**config.mk**
```make
export PLATFORM = sky130hd
export DESIGN_NAME = led_sink_current_regs
export DESIGN_NICKNAME = d
export VERILOG_FILES = /design/src/pkg/led_regs_pkg.sv /design/src/logic/led_sink_current_regs.sv
export SDC_FILE = /design/constraint.sdc
export NUM_CORES = 1
export LEC_CHECK = 0
export ABC_AREA = 0
export BUFFER_PORTS_ARGS = -buffer_cell sky130_fd_sc_hd__buf_2
export CAP_MARGIN = 40
export CORE_MARGIN = 1
export CORE_UTILIZATION = 38
export DETAILED_ROUTE_END_ITERATION = 12
export SYNTH_ARGS = -nofsm -noshare
export SYNTH_HDL_FRONTEND = slang
export SYNTH_SLANG_ARGS = --single-unit
```
**constraint.sdc**
```tcl
create_clock -name clock -period 2.87 [get_ports clock]
set_clock_uncertainty 0.05 [all_clocks]
set_input_delay 0.287 -clock clock [delete_from_list [all_inputs] [get_ports clock]]
set_output_delay 0.287 -clock clock [all_outputs]
set_load 0.005 [all_outputs]
```
**src/pkg/led_regs_pkg.sv**
```systemverilog
// constants, field layouts and the carrier type for the sink current register bank
// assumes a single 25 MHz clock domain and an I2C slave reached on open-drain pins
//
// What this block does
// - the identification register at address 0 returns the silicon revision in bits 2:0 and ignores writes.
// - bits 7:3 of the identification register return a fixed five-bit pattern that cannot be written.
// - the first sink current register at address 1 is eight read/write bits that reset to 9Ch.
// - in flash mode all eight bits of the current code drive the sink, boost extending the top of the range.
// - in assist mode (10) only bits 6:0 of the current code are used, capping the code at 7Fh.
// - in indicator or low-current pwm mode (01) only bits 5:0 are used, capping the code at 3Fh.
// - the registers answer as serial bus slave 0110000 and the pointer steps after every data byte written.
package led_regs_pkg;

	// --------------------------------------------------------------
	// register map
	// --------------------------------------------------------------
	localparam logic [7:0] addr_chip_ident          = 8'h00;
	localparam logic [7:0] addr_sink1_current_level = 8'h01;
	localparam logic [7:0] sink1_current_reset      = 8'h9C;
	localparam logic [6:0] slave_address            = 7'h30;   // 0110000

	// --------------------------------------------------------------
	// field layout of chip_ident
	// --------------------------------------------------------------
	localparam int revision_lsb    = 0;
	localparam int revision_width  = 3;
	localparam int ident_lsb       = 3;
	localparam int ident_width     = 5;

	// --------------------------------------------------------------
	// light modes and code caps
	// --------------------------------------------------------------
	localparam logic [1:0] mode_flash_or_off = 2'h0;
	localparam logic [1:0] mode_indicator    = 2'h1;
	localparam logic [1:0] mode_assist       = 2'h2;
	localparam logic [7:0] mask_assist       = 8'h7F;
	localparam logic [7:0] mask_indicator    = 8'h3F;
	localparam logic [7:0] mask_full         = 8'hFF;

	// --------------------------------------------------------------
	// carrier for the current handed to the analog sink
	// --------------------------------------------------------------
	typedef struct packed {
		logic [7:0] code;
		logic       boost;
	} sink_drive_s;

endpackage

```
**src/logic/led_sink_current_regs.sv**
```systemverilog
// i2c slave register bank: chip identification and first sink current code
// assumes scl/sda arrive from the bus asynchronously and are resolved by the bench
`timescale 1ns/100ps
`default_nettype none

module led_sink_current_regs #(
	parameter logic [2:0] revision      = 3'h1,   // arbitrary value
	parameter logic [4:0] ident_pattern = 5'h0A   // arbitrary value
) (
	input  wire logic                      clock,
	input  wire logic                      rst,
	input  wire logic                      scl_in,
	input  wire logic                      sda_in,
	output logic                           sda_oe_n,
	input  wire logic [1:0]                light_mode,
	input  wire logic                      current_boost,
	output led_regs_pkg::sink_drive_s      first_sink_pin
);

	// --------------------------------------------------------------
	// input synchronisers
	// --------------------------------------------------------------
	logic [1:0] scl_sync;
	logic [1:0] sda_sync;
	logic       scl_prev;
	logic       sda_prev;

	// first stage feeds only the second
	always_ff @(posedge clock or posedge rst) begin
		if (rst) begin
			scl_sync <= 2'h3;
			sda_sync <= 2'h3;
			scl_prev <= 1'b1;
			sda_prev <= 1'b1;
		end else begin
			scl_sync <= {scl_sync[0], scl_in};
			sda_sync <= {sda_sync[0], sda_in};
			scl_prev <= scl_sync[1];
			sda_prev <= sda_sync[1];
		end
	end

	// edges come from the second stage and its delayed copy, never from the first
	logic scl_rise;
	logic scl_fall;
	logic start_seen;
	logic stop_seen;
	assign scl_rise   = scl_sync[1] & ~scl_prev;
	assign scl_fall   = ~scl_sync[1] & scl_prev;
	assign start_seen = scl_sync[1] & scl_prev & sda_prev & ~sda_sync[1];
	assign stop_seen  = scl_sync[1] & scl_prev & ~sda_prev & sda_sync[1];

	// --------------------------------------------------------------
	// register storage and read mux
	// --------------------------------------------------------------
	typedef enum {st_idle, st_addr, st_addr_ack, st_ptr, st_ptr_ack,
	              st_wdata, st_wdata_ack, st_rdata, st_rdata_ack} state_e;
	state_e     state;
	logic [7:0] shift;
	logic [3:0] bit_count;
	logic [7:0] pointer;
	logic [7:0] sink1_current_code;
	logic       write_strobe;
	logic [7:0] read_value;
	// one byte on the wire before the ninth (acknowledge) clock
	localparam logic [3:0] bits_per_byte = 4'h8;

	// read value of any address; unmapped addresses read zero
	function automatic logic [7:0] read_reg(input logic [7:0] a, input logic [7:0] cur);
		logic [7:0] v;
		v = 8'h00;
		if (a == led_regs_pkg::addr_chip_ident)
			v = {ident_pattern, revision};
		else if (a == led_regs_pkg::addr_sink1_current_level)
			v = cur;
		return v;
	endfunction

	// one decoder shared by the first read byte and every byte after it
	assign read_value = read_reg(pointer, sink1_current_code);

	// only the current register is writable; ident writes fall away
	always_ff @(posedge clock or posedge rst) begin
		if (rst) begin
			sink1_current_code <= led_regs_pkg::sink1_current_reset;
		end else if (write_strobe && pointer == led_regs_pkg::addr_sink1_current_level) begin
			sink1_current_code <= shift;
		end
	end

	// --------------------------------------------------------------
	// bus protocol engine
	// --------------------------------------------------------------
	// the write lands on the fall that ends the ack clock, at the old pointer, in the same cycle the pointer steps
	logic byte_done;
	assign byte_done    = scl_fall && bit_count == bits_per_byte;
	assign write_strobe = scl_fall && state == st_wdata_ack;

	// bits are sampled on scl rise, state steps on scl fall except a host nack, which returns to idle on the rise
	always_ff @(posedge clock or posedge rst) begin
		if (rst) begin
			state     <= st_idle;
			shift     <= 8'h00;
			bit_count <= 4'h0;
			pointer   <= 8'h00;
			sda_oe_n  <= 1'b1;
		end else if (start_seen) begin
			// a start anywhere restarts the frame, so a repeated start needs no state
			state     <= st_addr;
			bit_count <= 4'h0;
			sda_oe_n  <= 1'b1;
		end else if (stop_seen) begin
			// a stop even in mid-byte drops the frame and lets go of sda
			state    <= st_idle;
			sda_oe_n <= 1'b1;
		end else begin
			if (scl_rise && (state == st_addr || state == st_ptr || state == st_wdata)) begin
				shift     <= {shift[6:0], sda_sync[1]};
				bit_count <= bit_count + 4'h1;
			end
			if (scl_rise && state == st_rdata) begin
				bit_count <= bit_count + 4'h1;
			end
			// ninth clock of a read byte: a released line is the host's nack
			if (scl_rise && state == st_rdata_ack && sda_sync[1]) begin
				state <= st_idle;   // master nack ends the read
			end
			if (scl_fall) begin
				case (state)
					st_addr: begin
						if (byte_done) begin
							if (shift[7:1] == led_regs_pkg::slave_address) begin
								state    <= st_addr_ack;
								sda_oe_n <= 1'b0;
							end else begin
								state <= st_idle;
							end
						end
					end
					st_addr_ack: begin
						bit_count <= 4'h0;
						if (shift[0]) begin
							// first read byte comes from the stored pointer; msb goes out now
							state    <= st_rdata;
							shift    <= read_value;
							sda_oe_n <= read_value[7];
						end else begin
							state    <= st_ptr;
							sda_oe_n <= 1'b1;
						end
					end
					st_ptr: begin
						if (byte_done) begin
							state    <= st_ptr_ack;
							sda_oe_n <= 1'b0;
						end
					end
					st_ptr_ack: begin
						pointer   <= shift;
						state     <= st_wdata;
						bit_count <= 4'h0;
						sda_oe_n  <= 1'b1;
					end
					st_wdata: begin
						if (byte_done) begin
							state    <= st_wdata_ack;
							sda_oe_n <= 1'b0;
						end
					end
					st_wdata_ack: begin
						pointer   <= pointer + 8'h01;
						state     <= st_wdata;
						bit_count <= 4'h0;
						sda_oe_n  <= 1'b1;
					end
					st_rdata: begin
						if (bit_count == bits_per_byte) begin
							state    <= st_rdata_ack;
							sda_oe_n <= 1'b1;   // release for master ack
							pointer  <= pointer + 8'h01;
						end else begin
							shift    <= {shift[6:0], 1'b0};
							sda_oe_n <= shift[6];
						end
					end
					st_rdata_ack: begin
						state     <= st_rdata;
						bit_count <= 4'h0;
						// pointer already stepped at the end of the previous byte
						shift     <= read_value;
						sda_oe_n  <= read_value[7];
					end
					default: state <= st_idle;
				endcase
			end
		end
	end

	// --------------------------------------------------------------
	// mode dependent current code to the sink
	// --------------------------------------------------------------
	// masking here keeps a stale high code from leaking into low modes
	always_ff @(posedge clock or posedge rst) begin
		if (rst) begin
			first_sink_pin <= '0;
		end else begin
			// mode 11 keeps the full code like flash but never boosts
			case (light_mode)
				led_regs_pkg::mode_assist:
					first_sink_pin.code <= sink1_current_code & led_regs_pkg::mask_assist;
				led_regs_pkg::mode_indicator:
					first_sink_pin.code <= sink1_current_code & led_regs_pkg::mask_indicator;
				default:
					first_sink_pin.code <= sink1_current_code & led_regs_pkg::mask_full;
			endcase
			// boost only widens the full flash range; host keeps it off below 900mA
			first_sink_pin.boost <= current_boost && light_mode == led_regs_pkg::mode_flash_or_off;
		end
	end

endmodule
`default_nettype wire

```
* Yosys cells after proc, flatten, opt, wreduce, memory -nomap -nowiden *
Cells that the tools add are included.

operators by class
  add/subtract/negate cells = 2
  equality and inequality tests = 24
  mux-type cells = 36
  bitwise gates (word level) = 13
  reduce and logical (&&, ||, !) cells = 21

operator list
  kind                                            count
  two-way mux 32 bit                              8
  one-hot mux 32 bit (7 select lines)             1
  == test 32 x 3 -> 1 bit, second input constant  5
  == test 32 x 4 -> 1 bit, second input constant  4
  == test 32 x 2 -> 1 bit, second input constant  3
  two-way mux 8 bit                               7
  one-hot mux 8 bit (3 select lines)              2
  == test 32 x 1 -> 1 bit, second input constant  1
  == test 32 x 5 -> 1 bit, second input constant  1
  two-way mux 4 bit                               6
  one-hot mux 8 bit (2 select lines)              1
  AND reduction 5 bit                             2
  adder 8 x 1 -> 8 bit, second input constant     1
  == test 8 x 1 -> 1 bit, second input constant   1
  logical AND 1 bit                               8
  zero test 8 bit                                 1
  two-way mux 1 bit                               8
  != test 4 bit, second input constant            2
  nonzero test 8 bit                              1
  AND 1 bit                                       7
  == test 7 x 6 -> 1 bit, second input constant   1
  inverter 1 bit                                  6
  one-hot mux 1 bit (6 select lines)              1
  nonzero test 3 bit                              2
  other kinds (13)                                16

word-level totals
  register bits after elaboration = 76
  output and inout port bits = 10

* Logic depth before layout (Yosys ltp) *
Gate-level depths: netlist (run 1).

  depth in word-level cells = 10
  mapped depth = 8
  mapped depth without buffers = 7

* Worst setup path after synthesis (run 1) *
No wires, ideal clock.

  path type = reg-to-reg
  start point = register state[19]
  end point = register shift[7]
  arrival time = 2453 ps
  setup slack = 235 ps
  cell stages (with the launch flop) = 7
  path buffers = 1
  period minus slack after synthesis = 2635 ps
  cell sequence = dfrtp_1 or4_1 or3_1 buf_2 or4_4 and3_1 or3_1

between the ends
  cells in the longest elaborated chain, start to end = 8

ends and longest elaborated chain
  element                                                                    line                                                        text
  start: declaration                                                         led_sink_current_regs.sv:58                                 state_e state;
  start signal: assignment                                                   led_sink_current_regs.sv:102                                state <= st_idle;
  start signal: assignment                                                   led_sink_current_regs.sv:109                                state <= st_addr;
  start signal: assignment                                                   led_sink_current_regs.sv:114                                state <= st_idle;
  == test 32 x 2 -> 1 bit / == test 32 x 3 -> 1 bit (equally long branches)  led_sink_current_regs.sv:117                                if (scl_rise && (state == st_addr || state == st_ptr || state == st_wdata)) begin
  logical OR 1 bit (2 in a row)                                              led_sink_current_regs.sv:117
  logical AND 1 bit                                                          led_sink_current_regs.sv:117
  two-way mux 8 bit                                                          led_sink_current_regs.sv:117
  two-way mux 8 bit, on equally long branches                                led_sink_current_regs.sv:177, led_sink_current_regs.sv:142
  one-hot mux 8 bit (3 select lines)                                         led_sink_current_regs.sv:129                                case (state)
  two-way mux 8 bit *                                                        led_sink_current_regs.sv:128                                if (scl_fall) begin
  end signal: assignment                                                     led_sink_current_regs.sv:118                                shift <= {shift[6:0], sda_sync[1]};
  end signal: assignment                                                     led_sink_current_regs.sv:182                                shift <= {shift[6:0], 1'b0};
  end signal: assignment                                                     led_sink_current_regs.sv:190                                shift <= read_value;
  end: declaration                                                           led_sink_current_regs.sv:59                                 logic [7:0] shift;

Every way passes the cells marked *; elsewhere a longest branch is shown, timed or not.
A chain may end at the register's enable or synchronous reset.

* Final worst setup path (run 1) *
Same ends and word-level chain as after synthesis.

==> results of run 1 <==
-- cell type report --
type / instances / area (um^2)
Clock buffer: 12 / 155
Clock inverter: 4 / 55.1
Fill cell: 898 / 5100
Inverter: 17 / 63.8
Multi-Input combinational cell: 246 / 1700
Sequential cell: 76 / 1920
Tap cell: 129 / 161
Timing Repair Buffer: 37 / 258
-- worst paths after layout --
check                      cells past startpoint          start                    end
setup / recovery                               5      state[19]               shift[7]
hold / removal                                 2  current_boost      first_sink_pin[0]
setup reg to reg                               5      state[19]               shift[7]
hold reg to reg                                0    sda_sync[0]            sda_sync[1]
max in group asynchronous                      4            rst  sink1_current_code[7]
min in group asynchronous                      3            rst              state[11]
-- kinds of logic after synthesis --
group                      Yosys count  share of synthesized area
muxes                               21                     0.0593
AOI/OAI and AO/OA                   76                      0.140
DFF                                 76                      0.510
xor gates and xnor gates             3                    0.00699
adders and majority gates            7                     0.0233
and+or+nand+nor                    139                      0.223
buffers and inverters               33                     0.0380
-- per-layer routing --
metal | GRT usage | vias up | part of all wire | wire [um]
li1 | - | 1360 | - | -
met2 | 0.272 | 43 | 0.47 | 3840
met3 | 0.0373 | 5 | 0.024 | 194
met1 | 0.238 | 1403 | 0.50 | 4010
met5 | 0 | - | 0 | 0
met4 | 0.0769 | 0 | 0.0070 | 57
-- state kept, by name, summed over array words and instances, names as in the netlist --
signal	count
pointer	8
shift	8
scl_sync	2
scl_prev	1
bit_count	4
sda_sync	2
sda_oe_n	1
sda_prev	1
sink1_current_code	8
state	32
first_sink_pin	9
-- worst max-delay path: cells and delay by family (launching register included) --
kind,cells,cell delay (ns)
AND/OR/NAND/NOR,5,2.13
flip-flops,1,0.38
-- Yosys cell counts (3+ instances only) --
master     instances
mux2i_1           11
clkbuf_1          10
inv_1             17
and2_1            29
a22oi_1            7
a22o_1             3
a21oi_1           15
a31oi_1            8
o22ai_1            6
dfstp_2           11
nand4_1            4
and3_1             6
dfrtp_1           65
nor4_1             5
or4_1              6
ha_1               7
nor3_1             8
a211o_1            3
nand2_1           11
nor2_1            26
mux2_2            10
nand3_1           11
o21ai_0           10
nand2b_1           5
or3_1              3
a2bb2oi_1          3
and3b_1            4
-- where the power goes --
part           leakage (nW)  internal (mW)  switching, mW
logic                 0.933          0.152          0.161
clock network         0.104          0.456          0.400
registers              1.01           1.15          0.126
total                  2.05           1.76          0.688
-- what timing repair did --
action,in CTS,in global routing
gates resized for setup,0,1
endpoints found under the setup margin,0,17
endpoints found under the hold margin,29,0
hold buffers,3,0
==> metrics, run 1 <==
Die H=101 um; CTS H-tree depth=3; Slowest cell on crit path=or4_1; number of global-route vias before repair=2764; setup TNS=0 ns; total power=2.44 mW; Slew Limit Fails=0; root buffer cell=clkbuf_8; Yosys warnings=0; max incr delay on CP=0.58 ns; Setup violations, final=0; TritonCTS Buffers=9; synth top area cells=dfrtp_1 (43%), dfstp_2 (7.7%), and2_1 (4.8%), mux2_2 (3.0%), mux2i_1 (2.9%); final non-filler cell total=around 520; post-DP HPWL=roughly 5600 um; WL final=approximately 8000 um; cells after synthesis=355; layout cell share with drive strength beyond 1=0.207; number of antenna violations at the first check in global routing=0; Pwr Density=566 mW/mm^2; Worst Setup End Kind=register; Worst Setup Path Type=register to register; Reg2Reg Setup Slack=0.19 ns; commonest non-fill, non-tap cells in the layout=dfrtp_1 (65), and2_1 (29), nor2_1 (26), buf_4 (17); Most used DFF post-synth=dfrtp_1; unrepaired setup endpoints after global routing=no; drt first-iter violations=roughly 200; Setup Buffers After CTS=0; area post-placement=0.00407 mm^2; largest net degree at the start of global routing=31; area share of the largest cell type after synthesis=0.433; Syn Nets=369; WP data arrival=between 2 and 3 ns; Clock Path Buffers=2; Static Leak=2.05 nW; post-synthesis sequential area ratio=0.510; TritonCTS sink count=76; GP Congestion=around 0.86; DR vias=2811; GRT Overall Usage=0.176; total gr overflow=0; EDFF count, synth=0; die width=101 um; register bit count reported by yosys=76; Final nets=401; required time of the critical path=3.06 ns; Ports=17; row count=35; first-pass GRT wire length=about 14000 um; CP max FO=10; status=finished, final reports clean; worst rel slew slack=0.612; Final Cell Area=0.00431 mm^2; Clock Pin Slew Worst Setup and Hold Paths=0.08 ns; synthesized area=0.00376 mm^2; Min-Delay Path Class=input port to register; syn avg cell area=roughly 11 um^2; Core Region=around 0.0094 mm^2; fmax=373 MHz; antenna viol nets, final=0; post-DR vias/cell=5.40; effective utilization at floorplan=0.399; Worst setup SP type=register; CTS tree=yes; dpl cells=502; Worst-Margin Slew=0.582 ns; Async SR Flop Fraction=1.00; number of antenna diodes=0; IO Port Bufs=16; Tmin final=2.68 ns; drt first pass iters=4; Max-cap violations=0; DR WL/cell=between 15 and 20 um; drt drc=0; hold slack final=0.0962 ns; full die area=0.0103 mm^2; period utilization=0.934; insertion delay to the later sink of the worst-skew pair=around 0.36 ns; synth unique cells=63; Max rail drop VDD=roughly 0.34 mV; most common cell after layout, fill and taps aside=dfrtp_1; Setup WS post-layout=0.191 ns; pre-CTS setup slack=a little over 0.09 ns; final hold vios=0; post-synth top area cell=dfrtp_1; crit-path cells=or4_1, or3_4, or4_4, and3_1, or3_1; Layout area overhead=14.8%; Final Core Density=0.458
Power figures use the tool's default switching activity.
==> run 2, diff against run 1 <==
- CORE_UTILIZATION: 38 -> 35
==> metrics, run 2 (synthesis gave the netlist of run 1 again) <==
status=finished, final reports clean; Top reg by flops=state; drt first-iter violations=261 (+33%); biggest registers after layout=state x32, first_sink_pin x9; TritonCTS Buffers=9 (unchanged); post-DP HPWL=5660 um (+0.79%); Static Leak=2.03 nW (-0.94%); DR vias=2791 (-0.71%); CP max FO=10 (unchanged); TritonCTS sink count=76 (unchanged); effective utilization at floorplan=0.362 (-0.0367); WL final=8090 um (about the same); Clock Path Buffers=2 (unchanged); Ports=17 (unchanged); Clock Pin Slew Worst Setup and Hold Paths=0.08 ns (about the same); first-pass GRT wire length=13800 um (+0.10%); GP Congestion=0.863 (about the same); Worst Setup Path Type=register to register; antenna viol nets, final=0 (unchanged); most common cell after layout, fill and taps aside=dfrtp_1; Tmin final=2.70 ns (+0.0253 ns); Slowest cell on crit path=or4_1; drt drc=0 (unchanged); max reg flops=32 (unchanged); Final nets=401 (unchanged); total gr overflow=0 (unchanged); full die area=0.0112 mm^2 (+8.4%); insertion delay to the later sink of the worst-skew pair=0.35 ns (about the same); total power=2.29 mW (-6.3%); number of antenna diodes=0 (unchanged); number of antenna violations at the first check in global routing=0 (unchanged); unrepaired setup endpoints after global routing=no; Slew Limit Fails=0 (unchanged); register area=0.00192 mm^2 (unchanged); Worst-Margin Slew=0.533 ns (-0.0486 ns); Worst R2R Start=state[19]; WP data arrival=2.87 ns (about the same); largest net degree at the start of global routing=29 (-6.5%); row count=37 (+5.7%); Reg2Reg Setup Slack=0.17 ns (-0.03 ns); number of global-route vias before repair=2803 (+1.4%); Core Region=0.0104 mm^2 (+10%); Worst setup SP type=register; die width=106 um (+4.1%); layout cell share with drive strength beyond 1=0.202 (-0.00510); Top delay family on crit path=simple AND/OR/NAND/NOR gates; final non-filler cell total=528 (+1.3%); required time of the critical path=3.04 ns (-0.02 ns); Setup violations, final=0 (unchanged); GRT Overall Usage=0.156 (-0.0195); IO Port Bufs=16 (unchanged); Hold Crit Depth=2 (unchanged); WP buf/inv=0 (unchanged); drt first pass iters=5 (+1); Max rail drop VDD=0.222 mV (-34%); setup TNS=0 ns (unchanged); CTS tree=yes; fmax=370 MHz (-0.94%); hold endpoint=first_sink_pin[0]; max incr delay on CP=0.59 ns (about the same); Min-Delay Path Class=input port to register; final hold vios=0 (unchanged); Max-cap violations=0 (unchanged); dpl cells=509 (+1.4%); Layout area overhead=13.8%; DR WL/cell=15.3 um (-1.4%); post-DR vias/cell=5.29 (-2.0%); Pwr Density=535 mW/mm^2 (-5.5%); CTS H-tree depth=3 (unchanged); Hold Path Origin=current_boost; Die H=106 um (+4.1%); root buffer cell=clkbuf_8; Worst R2R End=shift[7]; worst reg2reg path depth=5 (unchanged); Filler cells=1027 (+14%); commonest non-fill, non-tap cells in the layout=dfrtp_1 (65), and2_1 (29), nor2_1 (26), buf_4 (17); worst rel slew slack=0.645 (+0.0330); area of the multi-input gates=0.00170 mm^2 (unchanged); period utilization=0.942 (+0.00883); crit-path cells=or4_1, or3_4, or4_4, and3_1, or3_1; Setup Buffers After CTS=0 (unchanged); Worst Setup End Kind=register
## run 2: changes by cell type in the layout (fill, tap and decap cells not counted), moves of 2 or more
cell      change
clkbuf_1      +2
inv_6         -2
clkinv_4      +2
clkbuf_8      -2
clkinv_2      +2
## run 2: what timing repair did
| action | 4_1_cts | 5_1_grt |
|---|---|---|
| resized for setup | 0 | 1 |
| endpoints found under the hold margin | 24 | 0 |
| hold buffers | 3 | 0 |
| setup endpoints to repair | 0 | 13 |
## run 2: area by class of cell
cell class | instances | area share
clock buffers | 12 | 0.0316
clock inverters | 4 | 0.00644
inverters | 17 | 0.0149
multi-input cells | 246 | 0.399
flip-flops and latches | 76 | 0.448
well taps | 136 | 0.0398
repair buffers | 37 | 0.0603
## run 2: metal layers
layer	vias up	routed length, um	GRT usage
met5	-	0	0
met4	0	89	0.0595
met3	7	360	0.0315
met2	68	3750	0.241
met1	1352	3890	0.217
li1	1364	-	-
## run 2: worst max path at each step
stage | cells past startpoint | to | slack (ns) | startpoint
after floorplan | 6 | shift[7] | 0.24 | state[19]
after global placement | 5 | shift[7] | 0.13 | state[19]
after detailed placement | 5 | shift[7] | 0.11 | state[19]
after CTS | 5 | shift[7] | 0.06 | state[19]
after global routing | 5 | shift[7] | 0.1 | state[19]
final | 5 | shift[7] | 0.17 | state[19]
## run 2: stage by stage
| stage | utilization | hold slack [ns] | area (um^2) | worst slack [ns] |
|---|---|---|---|---|
| after global routing | 0.412 | 0.0965 | 4270 | 0.0957 |
| after floorplan | - | 0.241 | 3760 | 0.235 |
| after CTS | 0.412 | 0.0917 | 4270 | 0.0645 |
| final | 0.412 | 0.106 | 4270 | 0.165 |
| after detailed placement | 0.393 | 0.287 | 4080 | 0.112 |
| after global placement | 0.393 | 0.281 | 4080 | 0.128 |
## run 2: worst reg2reg max path, delay by kind of cell (launching register included)
family / cells / cell delay [ns]
and+or+nand+nor: 5 / 2.14
DFF: 1 / 0.38
## run 2: where the power goes
part           switching [mW]  internal (mW)
clock                   0.385          0.315
sequential              0.130           1.15
combinational           0.159          0.152
